### config.mk
export PLATFORM = sky130hd
export DESIGN_NAME = timer_prescaler_compare_flags
export DESIGN_NICKNAME = d
export VERILOG_FILES = /design/src/hdl/timer_pkg.sv /design/src/hdl/clock_source_if.sv /design/src/hdl/shared_prescaler.sv /design/src/hdl/count_pin_sync.sv /design/src/hdl/timer_prescaler_compare_flags.sv
export SDC_FILE = /design/constraint.sdc
export NUM_CORES = 1
export LEC_CHECK = 0
export BUFFER_PORTS_ARGS = -buffer_cell sky130_fd_sc_hd__buf_4
export CAP_MARGIN = 15
export CORE_ASPECT_RATIO = 0.7
export CORE_MARGIN = 2
export CORE_UTILIZATION = 50
export CTS_CLUSTER_DIAMETER = 40
export CTS_CLUSTER_SIZE = 25
export DETAILED_ROUTE_END_ITERATION = 16
export PLACE_DENSITY = 0.77
export SYNTH_ARGS = -nofsm -noshare
export SYNTH_HDL_FRONTEND = slang
export SYNTH_SLANG_ARGS = --single-unit
### constraint.sdc
create_clock -name ref_clk -period 2.73 [get_ports ref_clk]
set_input_delay 0.546 -clock ref_clk [delete_from_list [all_inputs] [get_ports ref_clk]]
set_output_delay 0.546 -clock ref_clk [all_outputs]
set_load 0.02 [all_outputs]
### src/hdl/timer_pkg.sv
// shared constants and state types for the timer prescaler and compare-flag block
package timer_pkg;

  // clock rate
  localparam int CLK_PERIOD_NS = 25;
  localparam int CLK_FREQ_KHZ = 1000000 / CLK_PERIOD_NS;

  // data-space offsets of the registers
  localparam logic [7:0] ADDR_IRQ_FLAGS = 8'h38;
  localparam logic [7:0] ADDR_GEN_CTRL = 8'h43;
  localparam logic [7:0] ADDR_IRQ_MASK = 8'h71;
  localparam logic [7:0] ADDR_CMP_A_LO = 8'h98;
  localparam logic [7:0] ADDR_CMP_A_HI = 8'h99;
  localparam logic [7:0] ADDR_CMP_B_LO = 8'h9A;
  localparam logic [7:0] ADDR_CMP_B_HI = 8'h9B;

  // io-space window
  localparam logic [7:0] IO_SPACE_SHIFT = 8'h20;
  localparam logic [7:0] IO_SPACE_LIMIT = 8'h40;
  localparam logic [7:0] EXT_SPACE_BASE = 8'h60;

  // field positions of the flag and mask registers
  localparam int BIT_CAPTURE = 5;
  localparam int BIT_COMPARE_B = 2;
  localparam int BIT_COMPARE_A = 1;
  localparam int BIT_OVERFLOW = 0;
  localparam logic [7:0] IRQ_BITS_MASK = 8'h27;

  // field positions of the general control register
  localparam int BIT_SYNC_MODE = 7;
  localparam int BIT_PRESCALER_RESET = 0;

  // reset values
  localparam logic [7:0] RESET_BYTE = 8'h00;
  localparam logic [15:0] RESET_WORD = 16'h0000;

  // clock-select codes
  localparam logic [2:0] CS_STOPPED = 3'h0;
  localparam logic [2:0] CS_DIRECT = 3'h1;
  localparam logic [2:0] CS_DIV8 = 3'h2;
  localparam logic [2:0] CS_DIV64 = 3'h3;
  localparam logic [2:0] CS_DIV256 = 3'h4;
  localparam logic [2:0] CS_DIV1024 = 3'h5;
  localparam logic [2:0] CS_EXT_FALL = 3'h6;
  localparam logic [2:0] CS_EXT_RISE = 3'h7;

  // prescaler taps: divisor and index
  localparam int PRESCALER_WIDTH = 10;
  localparam logic [9:0] TAP_MASK_8 = 10'h007;
  localparam logic [9:0] TAP_MASK_64 = 10'h03F;
  localparam logic [9:0] TAP_MASK_256 = 10'h0FF;
  localparam logic [9:0] TAP_MASK_1024 = 10'h3FF;
  localparam int TAP_8 = 0;
  localparam int TAP_64 = 1;
  localparam int TAP_256 = 2;
  localparam int TAP_1024 = 3;

  // waveform modes in which overflow is the wrap of the full count
  localparam logic [3:0] WGM_NORMAL = 4'h0;
  localparam logic [3:0] WGM_CTC_CMP = 4'h4;
  localparam logic [3:0] WGM_CTC_CAP = 4'hC;
  localparam logic [15:0] COUNT_MAX = 16'hFFFF;

  // top-level state
  typedef struct packed {
    logic [7:0] temp;
    logic [15:0] cmp_a;
    logic [15:0] cmp_b;
    logic [7:0] flags;
    logic [7:0] mask;
    logic sync_mode;
    logic psr;
    logic tick;
    logic block_match;
    logic match_a;
    logic match_b;
    logic [7:0] rdata;
  } top_state_t;

endpackage : timer_pkg

### src/hdl/clock_source_if.sv
// clock-source signals between the prescaler, pin synchroniser and selector
`timescale 1ns/10ps
interface clock_source_if;
  logic [3:0] tap;
  logic ext_rise;
  logic ext_fall;
  logic prescaler_clear;
  modport prescaler (input prescaler_clear, output tap);
  modport pin_sync (output ext_rise, output ext_fall);
  modport selector (output prescaler_clear, input tap, input ext_rise, input ext_fall);
endinterface : clock_source_if

### src/hdl/shared_prescaler.sv
// free-running ten-bit prescaler with four tap pulses
`timescale 1ns/10ps
module shared_prescaler (
  input wire logic ref_clk,
  input wire logic reset,
  clock_source_if.prescaler src
);

  typedef struct packed {
    logic [9:0] count;
  } presc_state_t;

  presc_state_t s_q;
  presc_state_t s_d;

  // free run, restarted by the shared clear
  always_comb begin
    s_d = s_q;
    if (src.prescaler_clear) begin
      s_d.count = 10'h000; // RQ14
    end else begin
      s_d.count = s_q.count + 10'h001; // RQ12
    end
  end

  always_ff @(posedge ref_clk) begin
    if (reset) begin
      s_q <= '0;
    end else begin
      s_q <= s_d;
    end
  end

  // one-cycle pulse when the low bits wrap
  assign src.tap[timer_pkg::TAP_8] = (s_q.count & timer_pkg::TAP_MASK_8) == timer_pkg::TAP_MASK_8; // RQ11
  assign src.tap[timer_pkg::TAP_64] = (s_q.count & timer_pkg::TAP_MASK_64) == timer_pkg::TAP_MASK_64;
  assign src.tap[timer_pkg::TAP_256] = (s_q.count & timer_pkg::TAP_MASK_256) == timer_pkg::TAP_MASK_256;
  assign src.tap[timer_pkg::TAP_1024] = (s_q.count & timer_pkg::TAP_MASK_1024) == timer_pkg::TAP_MASK_1024;

endmodule : shared_prescaler

### src/hdl/count_pin_sync.sv
// external count pin synchroniser and edge detector
`timescale 1ns/10ps
module count_pin_sync (
  input wire logic ref_clk,
  input wire logic reset,
  input wire logic external_count_pin,
  clock_source_if.pin_sync src
);

  typedef struct packed {
    logic [2:0] sync;
    logic level;
    logic rise;
    logic fall;
  } pin_state_t;

  pin_state_t s_q;
  pin_state_t s_d;

  // three-stage sampling; a change counts once stages two and three agree
  always_comb begin
    s_d = s_q;
    s_d.sync = {s_q.sync[1:0], external_count_pin}; // RQ15
    s_d.rise = 1'b0;
    s_d.fall = 1'b0;
    if (s_q.sync[1] == s_q.sync[2]) begin
      s_d.level = s_q.sync[2];
      s_d.rise = s_q.sync[2] & ~s_q.level; // RQ16
      s_d.fall = ~s_q.sync[2] & s_q.level; // RQ16
    end
  end

  always_ff @(posedge ref_clk) begin
    if (reset) begin
      s_q <= '0;
    end else begin
      s_q <= s_d;
    end
  end

  assign src.ext_rise = s_q.rise;
  assign src.ext_fall = s_q.fall;

endmodule : count_pin_sync

### src/hdl/timer_prescaler_compare_flags.sv
// timer clock selection, compare registers, interrupt flags and mask
// Behaviour
// RQ1: compare both sixteen-bit values with the count on every timer tick
// RQ2: high byte writes go to a shared holding byte; low write updates both
// RQ3: enables at bits 5,2,1,0; request needs enable, global enable and flag
// RQ4: capture flag from capture event, or from reaching top when capture is top
// RQ5: compare flag set on the timer tick that ends a matching count
// RQ6: forced compare strobes drive the match outputs but never set flags
// RQ7: flags clear on vector acknowledge or on writing one to the bit
// RQ8: overflow flag on full wrap in normal and clear-on-match modes
// RQ9: low registers at offset or offset minus 0x20; extended from 0x60 data only
// RQ10: clock select 0x1 ticks every system clock
// RQ11: taps divide by 8, 64, 256 and 1024
// RQ12: one free-running prescaler shared by three timers
// RQ13: first prescaled tick comes within 1 to N+1 cycles of enabling
// RQ14: prescaler reset restarts the shared prescaler for every timer
// RQ15: count pin sampled every clock through a synchroniser chain
// RQ16: one tick per rising edge for 0x7, per falling edge for 0x6
// RQ17: counter moves a few cycles after the pin edge
// RQ18: the far side switches the external clock only while the pin is steady
// RQ19: the external clock stays well below half the system clock
// RQ20: external edges are never prescaled
// RQ21: clock select zero stops the timer
// RQ22: prescaler reset bit self-clears unless sync mode holds it
`timescale 1ns/10ps
module timer_prescaler_compare_flags (
  input wire logic ref_clk,
  input wire logic reset,
  input wire logic [7:0] bus_addr,
  input wire logic bus_io_space,
  input wire logic bus_wr,
  input wire logic bus_rd,
  input wire logic [7:0] bus_wdata,
  output logic [7:0] bus_rdata,
  input wire logic [2:0] clock_select_field,
  input wire logic [3:0] waveform_mode_field,
  input wire logic [15:0] timer_count,
  input wire logic count_written,
  input wire logic [15:0] capture_value,
  input wire logic capture_is_top,
  input wire logic capture_event,
  input wire logic mode_overflow_event,
  input wire logic force_compare_a,
  input wire logic force_compare_b,
  input wire logic external_count_pin,
  input wire logic global_irq_enable,
  input wire logic ack_capture,
  input wire logic ack_compare_a,
  input wire logic ack_compare_b,
  input wire logic ack_overflow,
  output logic timer_tick,
  output logic wave_match_a,
  output logic wave_match_b,
  output logic [3:0] shared_taps,
  output logic prescaler_clear,
  output logic [15:0] compare_a_value,
  output logic [15:0] compare_b_value,
  output logic irq_capture,
  output logic irq_compare_a,
  output logic irq_compare_b,
  output logic irq_overflow
);

  timer_pkg::top_state_t s_q;
  timer_pkg::top_state_t s_d;

  clock_source_if src ();

  // map a bus address onto the data-space offset
  function automatic logic [7:0] data_offset(input logic [7:0] addr, input logic io);
    if (io) begin
      data_offset = addr + timer_pkg::IO_SPACE_SHIFT; // RQ9
    end else begin
      data_offset = addr;
    end
  endfunction : data_offset

  // io-space addressing only reaches the low window
  function automatic logic access_legal(input logic [7:0] addr, input logic io);
    access_legal = !io || (addr < timer_pkg::IO_SPACE_LIMIT); // RQ9
  endfunction : access_legal

  // an offset in the extended space refuses io-space access
  function automatic logic is_extended(input logic [7:0] offset);
    is_extended = offset >= timer_pkg::EXT_SPACE_BASE;
  endfunction : is_extended

  // update a set-wins flag with separate clear terms
  function automatic logic flag_next(input logic cur, input logic set, input logic clr);
    flag_next = set | (cur & ~clr);
  endfunction : flag_next

  shared_prescaler u_prescaler (
    .ref_clk(ref_clk),
    .reset(reset),
    .src(src.prescaler)
  );

  count_pin_sync u_pin_sync (
    .ref_clk(ref_clk),
    .reset(reset),
    .external_count_pin(external_count_pin),
    .src(src.pin_sync)
  );

  // shared prescaler is held in reset while the reset bit stands
  assign src.prescaler_clear = s_q.psr; // RQ14

  logic [7:0] offset;
  logic legal;
  logic wr_hit;
  logic rd_hit;
  logic tick_now;
  logic hit_a;
  logic hit_b;
  logic set_cap;
  logic set_ovf;
  logic wrap_mode;
  logic [7:0] w1c;
  logic [7:0] set_bits;
  logic [7:0] clr_bits;

  // address decode for both access spaces
  always_comb begin
    offset = data_offset(bus_addr, bus_io_space);
    legal = access_legal(bus_addr, bus_io_space) && !(bus_io_space && is_extended(offset)); // RQ9
    wr_hit = bus_wr && legal;
    rd_hit = bus_rd && legal;
  end

  // timer clock selection
  always_comb begin
    tick_now = 1'b0;
    unique case (clock_select_field)
      timer_pkg::CS_STOPPED: tick_now = 1'b0; // RQ21
      timer_pkg::CS_DIRECT: tick_now = 1'b1; // RQ10
      timer_pkg::CS_DIV8: tick_now = src.tap[timer_pkg::TAP_8]; // RQ11 RQ13
      timer_pkg::CS_DIV64: tick_now = src.tap[timer_pkg::TAP_64]; // RQ11
      timer_pkg::CS_DIV256: tick_now = src.tap[timer_pkg::TAP_256]; // RQ11
      timer_pkg::CS_DIV1024: tick_now = src.tap[timer_pkg::TAP_1024]; // RQ11
      timer_pkg::CS_EXT_FALL: tick_now = src.ext_fall; // RQ16 RQ20
      timer_pkg::CS_EXT_RISE: tick_now = src.ext_rise; // RQ16 RQ20 RQ17
    endcase
  end

  // events seen on the current timer tick
  always_comb begin
    wrap_mode = (waveform_mode_field == timer_pkg::WGM_NORMAL) ||
                (waveform_mode_field == timer_pkg::WGM_CTC_CMP) ||
                (waveform_mode_field == timer_pkg::WGM_CTC_CAP);
    hit_a = s_q.tick && !s_q.block_match && (timer_count == s_q.cmp_a); // RQ1 RQ5
    hit_b = s_q.tick && !s_q.block_match && (timer_count == s_q.cmp_b); // RQ1 RQ5
    if (capture_is_top) begin
      set_cap = s_q.tick && (timer_count == capture_value); // RQ4
    end else begin
      set_cap = capture_event; // RQ4
    end
    if (wrap_mode) begin
      set_ovf = s_q.tick && (timer_count == timer_pkg::COUNT_MAX); // RQ8
    end else begin
      set_ovf = mode_overflow_event; // RQ8
    end
  end

  // flag set and clear vectors
  always_comb begin
    set_bits = 8'h00;
    set_bits[timer_pkg::BIT_CAPTURE] = set_cap;
    set_bits[timer_pkg::BIT_COMPARE_B] = hit_b; // RQ6
    set_bits[timer_pkg::BIT_COMPARE_A] = hit_a; // RQ6
    set_bits[timer_pkg::BIT_OVERFLOW] = set_ovf;
    w1c = 8'h00;
    if (wr_hit && offset == timer_pkg::ADDR_IRQ_FLAGS) begin
      w1c = bus_wdata & timer_pkg::IRQ_BITS_MASK; // RQ7
    end
    clr_bits = w1c;
    clr_bits[timer_pkg::BIT_CAPTURE] = w1c[timer_pkg::BIT_CAPTURE] | ack_capture; // RQ7
    clr_bits[timer_pkg::BIT_COMPARE_B] = w1c[timer_pkg::BIT_COMPARE_B] | ack_compare_b; // RQ7
    clr_bits[timer_pkg::BIT_COMPARE_A] = w1c[timer_pkg::BIT_COMPARE_A] | ack_compare_a; // RQ7
    clr_bits[timer_pkg::BIT_OVERFLOW] = w1c[timer_pkg::BIT_OVERFLOW] | ack_overflow; // RQ7
  end

  // next state
  always_comb begin
    s_d = s_q;
    s_d.tick = tick_now;
    // a count write removes the compare on the following tick
    if (count_written) begin
      s_d.block_match = 1'b1;
    end else if (s_q.tick) begin
      s_d.block_match = 1'b0;
    end
    // waveform match: real match or forced strobe
    s_d.match_a = hit_a | force_compare_a; // RQ1 RQ6
    s_d.match_b = hit_b | force_compare_b; // RQ1 RQ6
    // flags, set wins over clear
    for (int i = 0; i < 8; i++) begin
      s_d.flags[i] = flag_next(s_q.flags[i], set_bits[i], clr_bits[i]) & timer_pkg::IRQ_BITS_MASK[i];
    end
    // prescaler reset bit self-clears unless sync mode holds it
    if (s_q.psr && !s_q.sync_mode) begin
      s_d.psr = 1'b0; // RQ22
    end
    if (wr_hit) begin
      unique case (offset)
        timer_pkg::ADDR_IRQ_MASK: begin
          s_d.mask = bus_wdata & timer_pkg::IRQ_BITS_MASK; // RQ3
        end
        timer_pkg::ADDR_GEN_CTRL: begin
          s_d.sync_mode = bus_wdata[timer_pkg::BIT_SYNC_MODE];
          s_d.psr = bus_wdata[timer_pkg::BIT_PRESCALER_RESET]; // RQ22
        end
        timer_pkg::ADDR_CMP_A_HI, timer_pkg::ADDR_CMP_B_HI: begin
          s_d.temp = bus_wdata; // RQ2
        end
        timer_pkg::ADDR_CMP_A_LO: begin
          s_d.cmp_a = {s_q.temp, bus_wdata}; // RQ2
        end
        timer_pkg::ADDR_CMP_B_LO: begin
          s_d.cmp_b = {s_q.temp, bus_wdata}; // RQ2
        end
        default: begin
        end
      endcase
    end
    // read data, unmapped reads as zero
    if (rd_hit) begin
      unique case (offset)
        timer_pkg::ADDR_IRQ_FLAGS: s_d.rdata = s_q.flags;
        timer_pkg::ADDR_IRQ_MASK: s_d.rdata = s_q.mask;
        timer_pkg::ADDR_GEN_CTRL: begin
          s_d.rdata = 8'h00;
          s_d.rdata[timer_pkg::BIT_SYNC_MODE] = s_q.sync_mode;
          s_d.rdata[timer_pkg::BIT_PRESCALER_RESET] = s_q.psr;
        end
        timer_pkg::ADDR_CMP_A_LO: s_d.rdata = s_q.cmp_a[7:0];
        timer_pkg::ADDR_CMP_A_HI: s_d.rdata = s_q.cmp_a[15:8];
        timer_pkg::ADDR_CMP_B_LO: s_d.rdata = s_q.cmp_b[7:0];
        timer_pkg::ADDR_CMP_B_HI: s_d.rdata = s_q.cmp_b[15:8];
        default: s_d.rdata = timer_pkg::RESET_BYTE;
      endcase
    end else begin
      s_d.rdata = timer_pkg::RESET_BYTE;
    end
  end

  // state register
  always_ff @(posedge ref_clk) begin
    if (reset) begin
      s_q.temp <= timer_pkg::RESET_BYTE;
      s_q.cmp_a <= timer_pkg::RESET_WORD;
      s_q.cmp_b <= timer_pkg::RESET_WORD;
      s_q.flags <= timer_pkg::RESET_BYTE;
      s_q.mask <= timer_pkg::RESET_BYTE;
      s_q.sync_mode <= 1'b0;
      s_q.psr <= 1'b0;
      s_q.tick <= 1'b0;
      s_q.block_match <= 1'b0;
      s_q.match_a <= 1'b0;
      s_q.match_b <= 1'b0;
      s_q.rdata <= timer_pkg::RESET_BYTE;
    end else begin
      s_q <= s_d;
    end
  end

  // outputs
  assign bus_rdata = s_q.rdata;
  assign timer_tick = s_q.tick;
  assign wave_match_a = s_q.match_a;
  assign wave_match_b = s_q.match_b;
  assign shared_taps = src.tap; // RQ12
  assign prescaler_clear = s_q.psr;
  assign compare_a_value = s_q.cmp_a;
  assign compare_b_value = s_q.cmp_b;

  // interrupt requests need enable, global enable and flag
  assign irq_capture = global_irq_enable & s_q.mask[timer_pkg::BIT_CAPTURE] & s_q.flags[timer_pkg::BIT_CAPTURE]; // RQ3
  assign irq_compare_a = global_irq_enable & s_q.mask[timer_pkg::BIT_COMPARE_A] &
                         s_q.flags[timer_pkg::BIT_COMPARE_A]; // RQ3
  assign irq_compare_b = global_irq_enable & s_q.mask[timer_pkg::BIT_COMPARE_B] &
                         s_q.flags[timer_pkg::BIT_COMPARE_B]; // RQ3
  assign irq_overflow = global_irq_enable & s_q.mask[timer_pkg::BIT_OVERFLOW] &
                        s_q.flags[timer_pkg::BIT_OVERFLOW]; // RQ3

endmodule : timer_prescaler_compare_flags

# == Word-level counts from Yosys, hierarchy flattened ==
# Cells that the tools add are included.
# op_classes
bitwise_logic,32
add_sub_neg,2
muxes,11
order_cmp,2
n_reduce_logical,30
eq_ne,25
# op_table
op,count
$pmux 8 s7,1
$eq 16x16->1,3
$eq 8x8->1 const B,5
$eq 16x16->1 const B,1
$eq 8x7->1 const B,2
$eq 3x3->1 const B,5
$and 1x1->1,14
$logic_and 1x1->1,11
$add 10x1->10 const B,1
$eq 10x10->1 const B,1
$or 1x1->1,10
$reduce_and 2->1,5
$add 8x6->8 const B,1
$eq 8x6->1 const B,1
$ge 8x7->1 const B,1
$lt 8x7->1 const B,1
$mux 8,1
$not 1->1,8
$pmux 1 s8,1
$reduce_or 2->1,4
$mux 1,7
$eq 3x2->1 const B,2
$eq 6x6->1 const B,1
$mux 6,1
other kinds (9),14
# word_totals
output_inout_bits,52
reg_bits,82
in_bits,72
elab_cells,120

# == Longest topological paths before layout ==
# Gate-level depths: netlist of run 1.
# depth
depth_word,13
mapped_depth,8
mapped_depth_nobuf,6

# == Cells and area by module ==
# A second synthesis of run 1 with hierarchy kept.
# hier_totals
hier_cells,487
hier_area_um2,4485.6
# modules_own_cells
module,n_inst,cells_per_inst,area_each_um2,seq_area_each_um2
timer_prescaler_compare_flags,1,421,3846.2,1241.2
shared_prescaler,1,52,461.7,200.2
count_pin_sync,1,14,177.7,120.1

# == Worst setup path after synthesis of run 1 ==
# Ideal clock, no wire load.
# synth_timing
kind,input to register
start,in bus_addr[5]
end,"reg s_q, in the netlist compare_b_value[6]"
arrival_time_ns,2.124
path_buffers,2
t_required_ns,2.602
setup_slack_ns,0.479
setup_time_ns,0.128
path_stages,8
path_cell_list,ha_1 -> nor2b_1 -> o41ai_2 -> and4b_1 -> buf_6 -> buf_8 -> mux2i_1 -> nor2_1
# synth_between
elab_chain_len,8
elab_cells_between_ends,11
classes_between,add/sub (1); order compare (2); eq/ne (1); mux (1); reduce/logical (6)
# synth_lines
item,line,text
from (decl),timer_prescaler_compare_flags.sv:29,"input wire logic [7:0] bus_addr,"
$add 8x6->8,timer_prescaler_compare_flags.sv:72,data_offset = addr + timer_pkg::IO_SPACE_SHIFT;
$mux 8,timer_prescaler_compare_flags.sv:71,if (io) begin
$ge 8x7->1,timer_prescaler_compare_flags.sv:85,is_extended = offset >= timer_pkg::EXT_SPACE_BASE;
$logic_and 1x1->1,timer_prescaler_compare_flags.sv:126,"legal = access_legal(bus_addr, bus_io_space) && !(bus_io_space && is_extended(offset));"
$logic_not 1->1,timer_prescaler_compare_flags.sv:126,
$logic_and 1x1->1,timer_prescaler_compare_flags.sv:126,
$logic_and 1x1->1,timer_prescaler_compare_flags.sv:127,wr_hit = bus_wr && legal;
$reduce_and 2->1 (no line) *,-,
to (decl),timer_prescaler_compare_flags.sv:64,timer_pkg::top_state_t s_q;
# Mark *: on every way between the ends. The rest lies on a longest branch, timed or not.
# A chain may end at the register's enable or synchronous reset.

# == Worst setup path in the final report of run 1 ==
# layout_timing
start,reg u_prescaler.s_q[0] (netlist name)
end,out shared_taps[2]
# layout_between
elab_chain_len,1
# layout_lines
item,line,text
from (decl),shared_prescaler.sv:13,presc_state_t s_q;
from (signal assigned),shared_prescaler.sv:28,s_q <= '0;
from (signal assigned),shared_prescaler.sv:30,s_q <= s_d;
$eq 8x8->1,shared_prescaler.sv:37,assign src.tap[timer_pkg::TAP_256] = (s_q.count & timer_pkg::TAP_MASK_256) == timer_pkg::TAP_MASK_256;
to (decl),timer_prescaler_compare_flags.sv:54,"output logic [3:0] shared_taps,"
# Every way passes these cells.

==> impl_metrics.yaml, run 1 <==
pwr:
  ir_drop_uv: 443
  leakagePower_uw: 0.00242
  power.total_uw: 2650
  power_per_cell_area_mw_per_mm2: 501
placement:
  io_buffers: 123
  place.detailed.hpwl_um: 8580
  place_area_sq_mm: 0.00499
  place_congestion: 0.943
global_routing:
  grt_overflow_total: 0
  antenna_found_initial: 0
  grt_pass1_wl_um: 17700
  grt_pass1_vias: 3357
  track_usage_pct: 24.9
  grt_max_degree: 66
cells_and_area:
  fin_nets: 612
  final_common_cell: "buf_4"
  syn_to_final_growth_pct: 24.0
  fill_cells: 706
  post-route-util_pct: 63.3
  final_area_sq_mm: 0.00530
  drive_gt1_share_pct: 28.3
  antenna_cells: 0
  mostFrequentLayoutCells: "125 x buf_4, 78 x dfxtp_1, 68 x nor2_1, 50 x mux2i_1, 41 x xor2_1"
synthesis:
  syn_area_per_cell_sq_um: 9.37
  synth_seq_area_share_pct: 36.5
  yosysTopAreaCell: "dfxtp_1"
  syn_inst: 456
  yosys-top-cells-area: "dfxtp_1 37%, mux2i_1 12%, xor2_1 8.4%"
  ys_types: 54
  synth_top_area_share_pct: 36.5
  ys_async_sr_fraction_pct: 0
  dominantRegCellSynth: "dfxtp_1"
  syn-cell-area_sq_mm: 0.00427
  ys_ff_latch: 78
  yosysWarnings: 0
  syn_nets: 531
  synth_edf_count: 0
min_path:
  hold_start: "clock_select_field[1]"
  min_path_type: "primary input to flop"
worst_setup_path:
  crit_top_cell: "and4_1"
  critical-path-max-stage-delay_ns: 0.36
  cp_top_family: "simple AND/OR/NAND/NOR gates"
  path_cells: "ha_1 > and4_1 > and4_1 > buf_4"
  crit_path_end_kind: "output pin"
  arrival_ns: 1.56
  path_max_fanout: 4
  cp_slowest_cell: "dfxtp_1"
  criticalPathCategory: "flop to output pin"
  worstSetupStartpointType: "flop"
  startpoint: "u_prescaler.s_q[0]"
  cp_data_required_time_ns: 2.18
  regToRegStartpoint: "timer_tick"
  crit_buf_inv: 1
timing:
  fmax_mhz: 475
  relSlewSlack_pct: 54.6
  fin_crit_ns: 2.11
  setup_viol: 0
  fin_crit_sh_pct: 77.2
  hold_slack_ns: 0.410
  skew_ns: 0.00629
  rsz0062_at_grt: "false"
  slew_violations: 0
  worst_pin_slew_ns: 0.681
  hold_viol_final: 0
  tns_ns: 0
die:
  die_y_um: 81.3
  fp.coreArea_sq_mm: 0.00837
  start_util_pct: 51.0
  die_w_um: 114
  io_pins: 124
  die_area_sq_mm: 0.00931
  rows: 28
detailed_routing:
  drc: 0
  viasPerCell: 5.50
  routed_wl_um: 11400
  drt_iter0_drc: 254
  dr.pass1.iters: 5
  postRouteAntennaNets: 0
  post_drt_wl_per_cell_um: 17.7
  via_count: 3550
cts:
  tritoncts: "built"
  cts_sinks: 78
  clk_pin_slew_ns: 0.06
  cts_max_level: 3
  cts-buffers-inserted: 9
  cts_max_path_buffers: 2
  cts-root-buf: "clkbuf_16"
  cts_post_setup_buffers_inserted: 0
  postCtsHoldBufs: 0
  cts_resized: 0
  clk_latency_ns: 0.33
outcome:
  outcome: "finished, final reports clean"
job:
  maxCapViolations: 0
==> layer usage <==
layer,part of all wire (%),up-vias,track usage (%)
met3,6.9,16,5.30
met2,46,117,39.5
met5,0,-,0
met1,46,1704,34.2
li1,-,1713,-
met4,1.2,0,7.32
==> cells by family after synthesis <==
logic type / share of synthesized area [%]
compound gates: 6.47
simple gates: 19.3
buf+inv: 10.2
flops: 36.5
mux: 15.1
fa+ha+maj: 0.879
xor+xnor: 11.5
==> worst reg2reg max path: stages, from the launching register on <==
cell and delay, ns:
dfxtp_1 0.42, nand4_1 0.11, nor4_1 0.29, nand4_1 0.19
or4_1 0.42, a31oi_1 0.16
==> report_power, final <==
part / switching (uW) / internal, uW
registers: 9.25 / 1150
clock network: 442 / 790
logic: 133 / 128
total: 584 / 2070
==> worst paths after layout <==
| check | slack [ns] | cells past startpoint | end |
|---|---|---|---|
| min | 0.41 | 2 | timer_tick |
| max reg2reg | 1.06 | 5 | s_q[22] |
| max | 0.62 | 4 | shared_taps[2] |
| min reg2reg | 0.45 | 1 | u_pin_sync.src.ext_fall |
==> per-stage QoR <==
| step | setup slack [ns] | cells |
|---|---|---|
| global route | 0.457 | 645 |
| CTS | 0.596 | 645 |
| floorplan | 0.479 | 456 |
| detailed placement | 0.326 | 631 |
| finish | 0.623 | 645 |
| global placement | 0.358 | 631 |
==> synthesized netlist by cell type (all sizes together), types with 3 or more instances <==
master / instances
ha: 3
o32a: 3
mux2: 3
buf: 46
dfxtp: 78
nand2: 12
o211ai: 4
mux2i: 50
a21oi: 9
xnor2: 15
nor2b: 7
clkbuf: 11
a22oi: 4
or2: 3
and3: 9
and3b: 4
and4: 3
o21ai: 5
nand4: 13
mux4: 5
inv: 11
nand3: 8
xor2: 41
nor2: 68
nor4: 11
==> layout make-up <==
class                      count  area, sq um  area share (%)
clock buffer                  10          229            4.32
inverter                      11         41.3           0.780
sequential                    78         1560            29.5
tap                          105          131            2.48
timing repair buffer         127          978            18.5
clock inverter                 4         73.8            1.39
multi-input combinational    310         2280            43.1
==> registers in the layout, summed over array words and instances, names as in the netlist <==
| signal | flops |
|---|---|
| timer_tick | 1 |
| u_prescaler.s_q | 10 |
| bus_rdata | 8 |
| prescaler_clear | 1 |
| u_pin_sync.src.ext_fall | 1 |
| compare_a_value | 16 |
| u_pin_sync.s_q | 2 |
| u_pin_sync.s_d | 2 |
| wave_match_b | 1 |
| u_pin_sync.src.ext_rise | 1 |
| compare_b_value | 16 |
| s_q | 18 |
| wave_match_a | 1 |
Power figures use the tool's default switching activity.
==> inputs of run 2 (changes only) <==
CORE_UTILIZATION = 47   (was 50)
PLACE_DENSITY = 0.76   (was 0.77)
clock period = 1.9 ns   (was 2.73 ns; I/O delays follow)
==> impl_metrics.yaml, run 2 (synthesized netlist as in run 1, its figures left out) <==
cells_and_area:
  final_common_cell: "buf_4"
  top_register: "s_q"
  mostFrequentLayoutCells: "143 x buf_4, 76 x dfxtp_1, 68 x nor2_1, 50 x mux2i_1, 41 x xor2_1"
  drive_gt1_share_pct: 32.0
  syn_to_final_growth_pct: 28.7
  fin_nets: 630
  final_area_sq_mm: 0.00550
  largest_reg_flops: 18
  antenna_cells: 0
die:
  start_util_pct: 47.7
  rows: 29
  die_y_um: 83.8
  die_w_um: 118
  fp.coreArea_sq_mm: 0.00896
  io_pins: 124
  die_area_sq_mm: 0.00988
timing:
  worst_slack_ns: 0.0520
  rsz0062_at_grt: "true"
  fmax_mhz: 541
  setup_viol: 0
  skew_ns: 0.00463
  relSlewSlack_pct: 67.6
  worst_pin_slew_ns: 0.482
  slew_violations: 0
  fin_crit_sh_pct: 97.3
  hold_viol_final: 0
  fin_crit_ns: 1.85
worst_setup_path:
  r2r_cells: 5
  arrival_ns: 2.12
  regToRegStartpoint: "timer_tick"
  reg2reg_slack_ns: 0.24
  worstSetupStartpointType: "primary input"
  cp_data_required_time_ns: 2.17
  crit_path_end_kind: "flop"
  criticalPathCategory: "primary input to flop"
  rr_endpoint: "s_q[22]"
  endpoint: "bus_rdata[0]"
  startpoint: "bus_io_space"
  path_max_fanout: 7
cts:
  clk_pin_slew_ns: 0.06
  cts_max_level: 3
  cts_max_path_buffers: 2
  clk_latency_ns: 0.34
  tritoncts: "built"
  cts_post_setup_buffers_inserted: 0
  postCtsHoldBufs: 0
  cts-root-buf: "clkbuf_16"
  cts-buffers-inserted: 9
  cts_sinks: 78
detailed_routing:
  via_count: 3657
  drc: 0
  postRouteAntennaNets: 0
  post_drt_wl_per_cell_um: 17.2
  dr.pass1.iters: 5
  drt_iter0_drc: 213
  routed_wl_um: 11800
  viasPerCell: 5.35
pwr:
  ir_drop_uv: 581
  power_per_cell_area_mw_per_mm2: 687
  leakagePower_uw: 0.00251
placement:
  io_buffers: 123
  place_congestion: 0.881
  place_ws_ns: -0.275
  place.detailed.hpwl_um: 8910
  place_area_sq_mm: 0.00518
outcome:
  outcome: "finished, final reports clean"
global_routing:
  grt_pass1_wl_um: 19100
  grt_pass1_vias: 3642
  antenna_found_initial: 0
  grt_use_met3_pct: 8.67
  grtUsageMet2_pct: 37.7
  grt_max_degree: 38
  busiest_layer: "met2"
  grt_overflow_total: 0
  gr-usage-met1_pct: 32.1
  track_usage_pct: 24.7
job:
  maxCapViolations: 0
min_path:
  min_path_type: "primary input to flop"
[run 2: layout make-up]
| type | instances | area (sq um) |
|---|---|---|
| Clock inverter | 3 | 43.8 |
| Inverter | 11 | 41.3 |
| Timing Repair Buffer | 145 | 1110 |
| Sequential cell | 78 | 1560 |
| Multi-Input combinational cell | 310 | 2330 |
| Fill cell | 753 | 3460 |
| Tap cell | 124 | 155 |
| Clock buffer | 12 | 246 |
[run 2: report_power, final]
group          leakage (uW)  internal, uW  switching, uW  total (uW)
clock network      0.000143          1050            647        1700
logic               0.00174           210            202         413
registers          0.000631          1650           15.3        1670
total               0.00251          2910            864        3780
[run 2: critical path, cell delays in order]
cell,delay (ns)
buf_4,0.11
buf_4,0.15
or4b_1,0.52
a2bb2oi_1,0.19
nor4_1,0.39
a222oi_1,0.23
nor2_1,0.13
[run 2: worst min-delay path by stage]
| stage | from | end | slack [ns] | cells after the start |
|---|---|---|---|---|
| global placement | u_pin_sync.s_d[4] | u_pin_sync.s_d[5] | 0.42 | 1 |
| finish | clock_select_field[1] | timer_tick | 0.24 | 2 |
| global route | clock_select_field[1] | timer_tick | 0.25 | 2 |
| CTS | clock_select_field[1] | timer_tick | 0.23 | 2 |
| detailed placement | u_pin_sync.s_d[4] | u_pin_sync.s_d[5] | 0.43 | 1 |
| floorplan | u_pin_sync.s_q[5] | u_pin_sync.src.ext_fall | 0.41 | 1 |
[run 2: through the flow]
step                total power, uW  std cells  setup TNS (ns)  util [%]  hold WS (ns)
global route                   3910        683         -0.0152      61.3         0.252
finish                         3780        683               0      61.3         0.238
detailed placement             2110        668           -8.44      57.8         0.433
CTS                            3800        683               0      61.2         0.226
global placement               2100        668           -7.08      57.8         0.418
floorplan                      1870        456          -0.819         -         0.409
[run 2: per-layer routing]
metal  up-vias  part of all wire, %
met5         -                    0
met4         0                  2.4
met3        23                  8.3
met2       148                   46
met1      1729                   44
li1       1757                    -
[run 2: repair_timing]
action,in CTS,in global routing
pin swaps,0,2
cloned,0,0
setup endpoints to repair,1,4
resized for setup,4,3
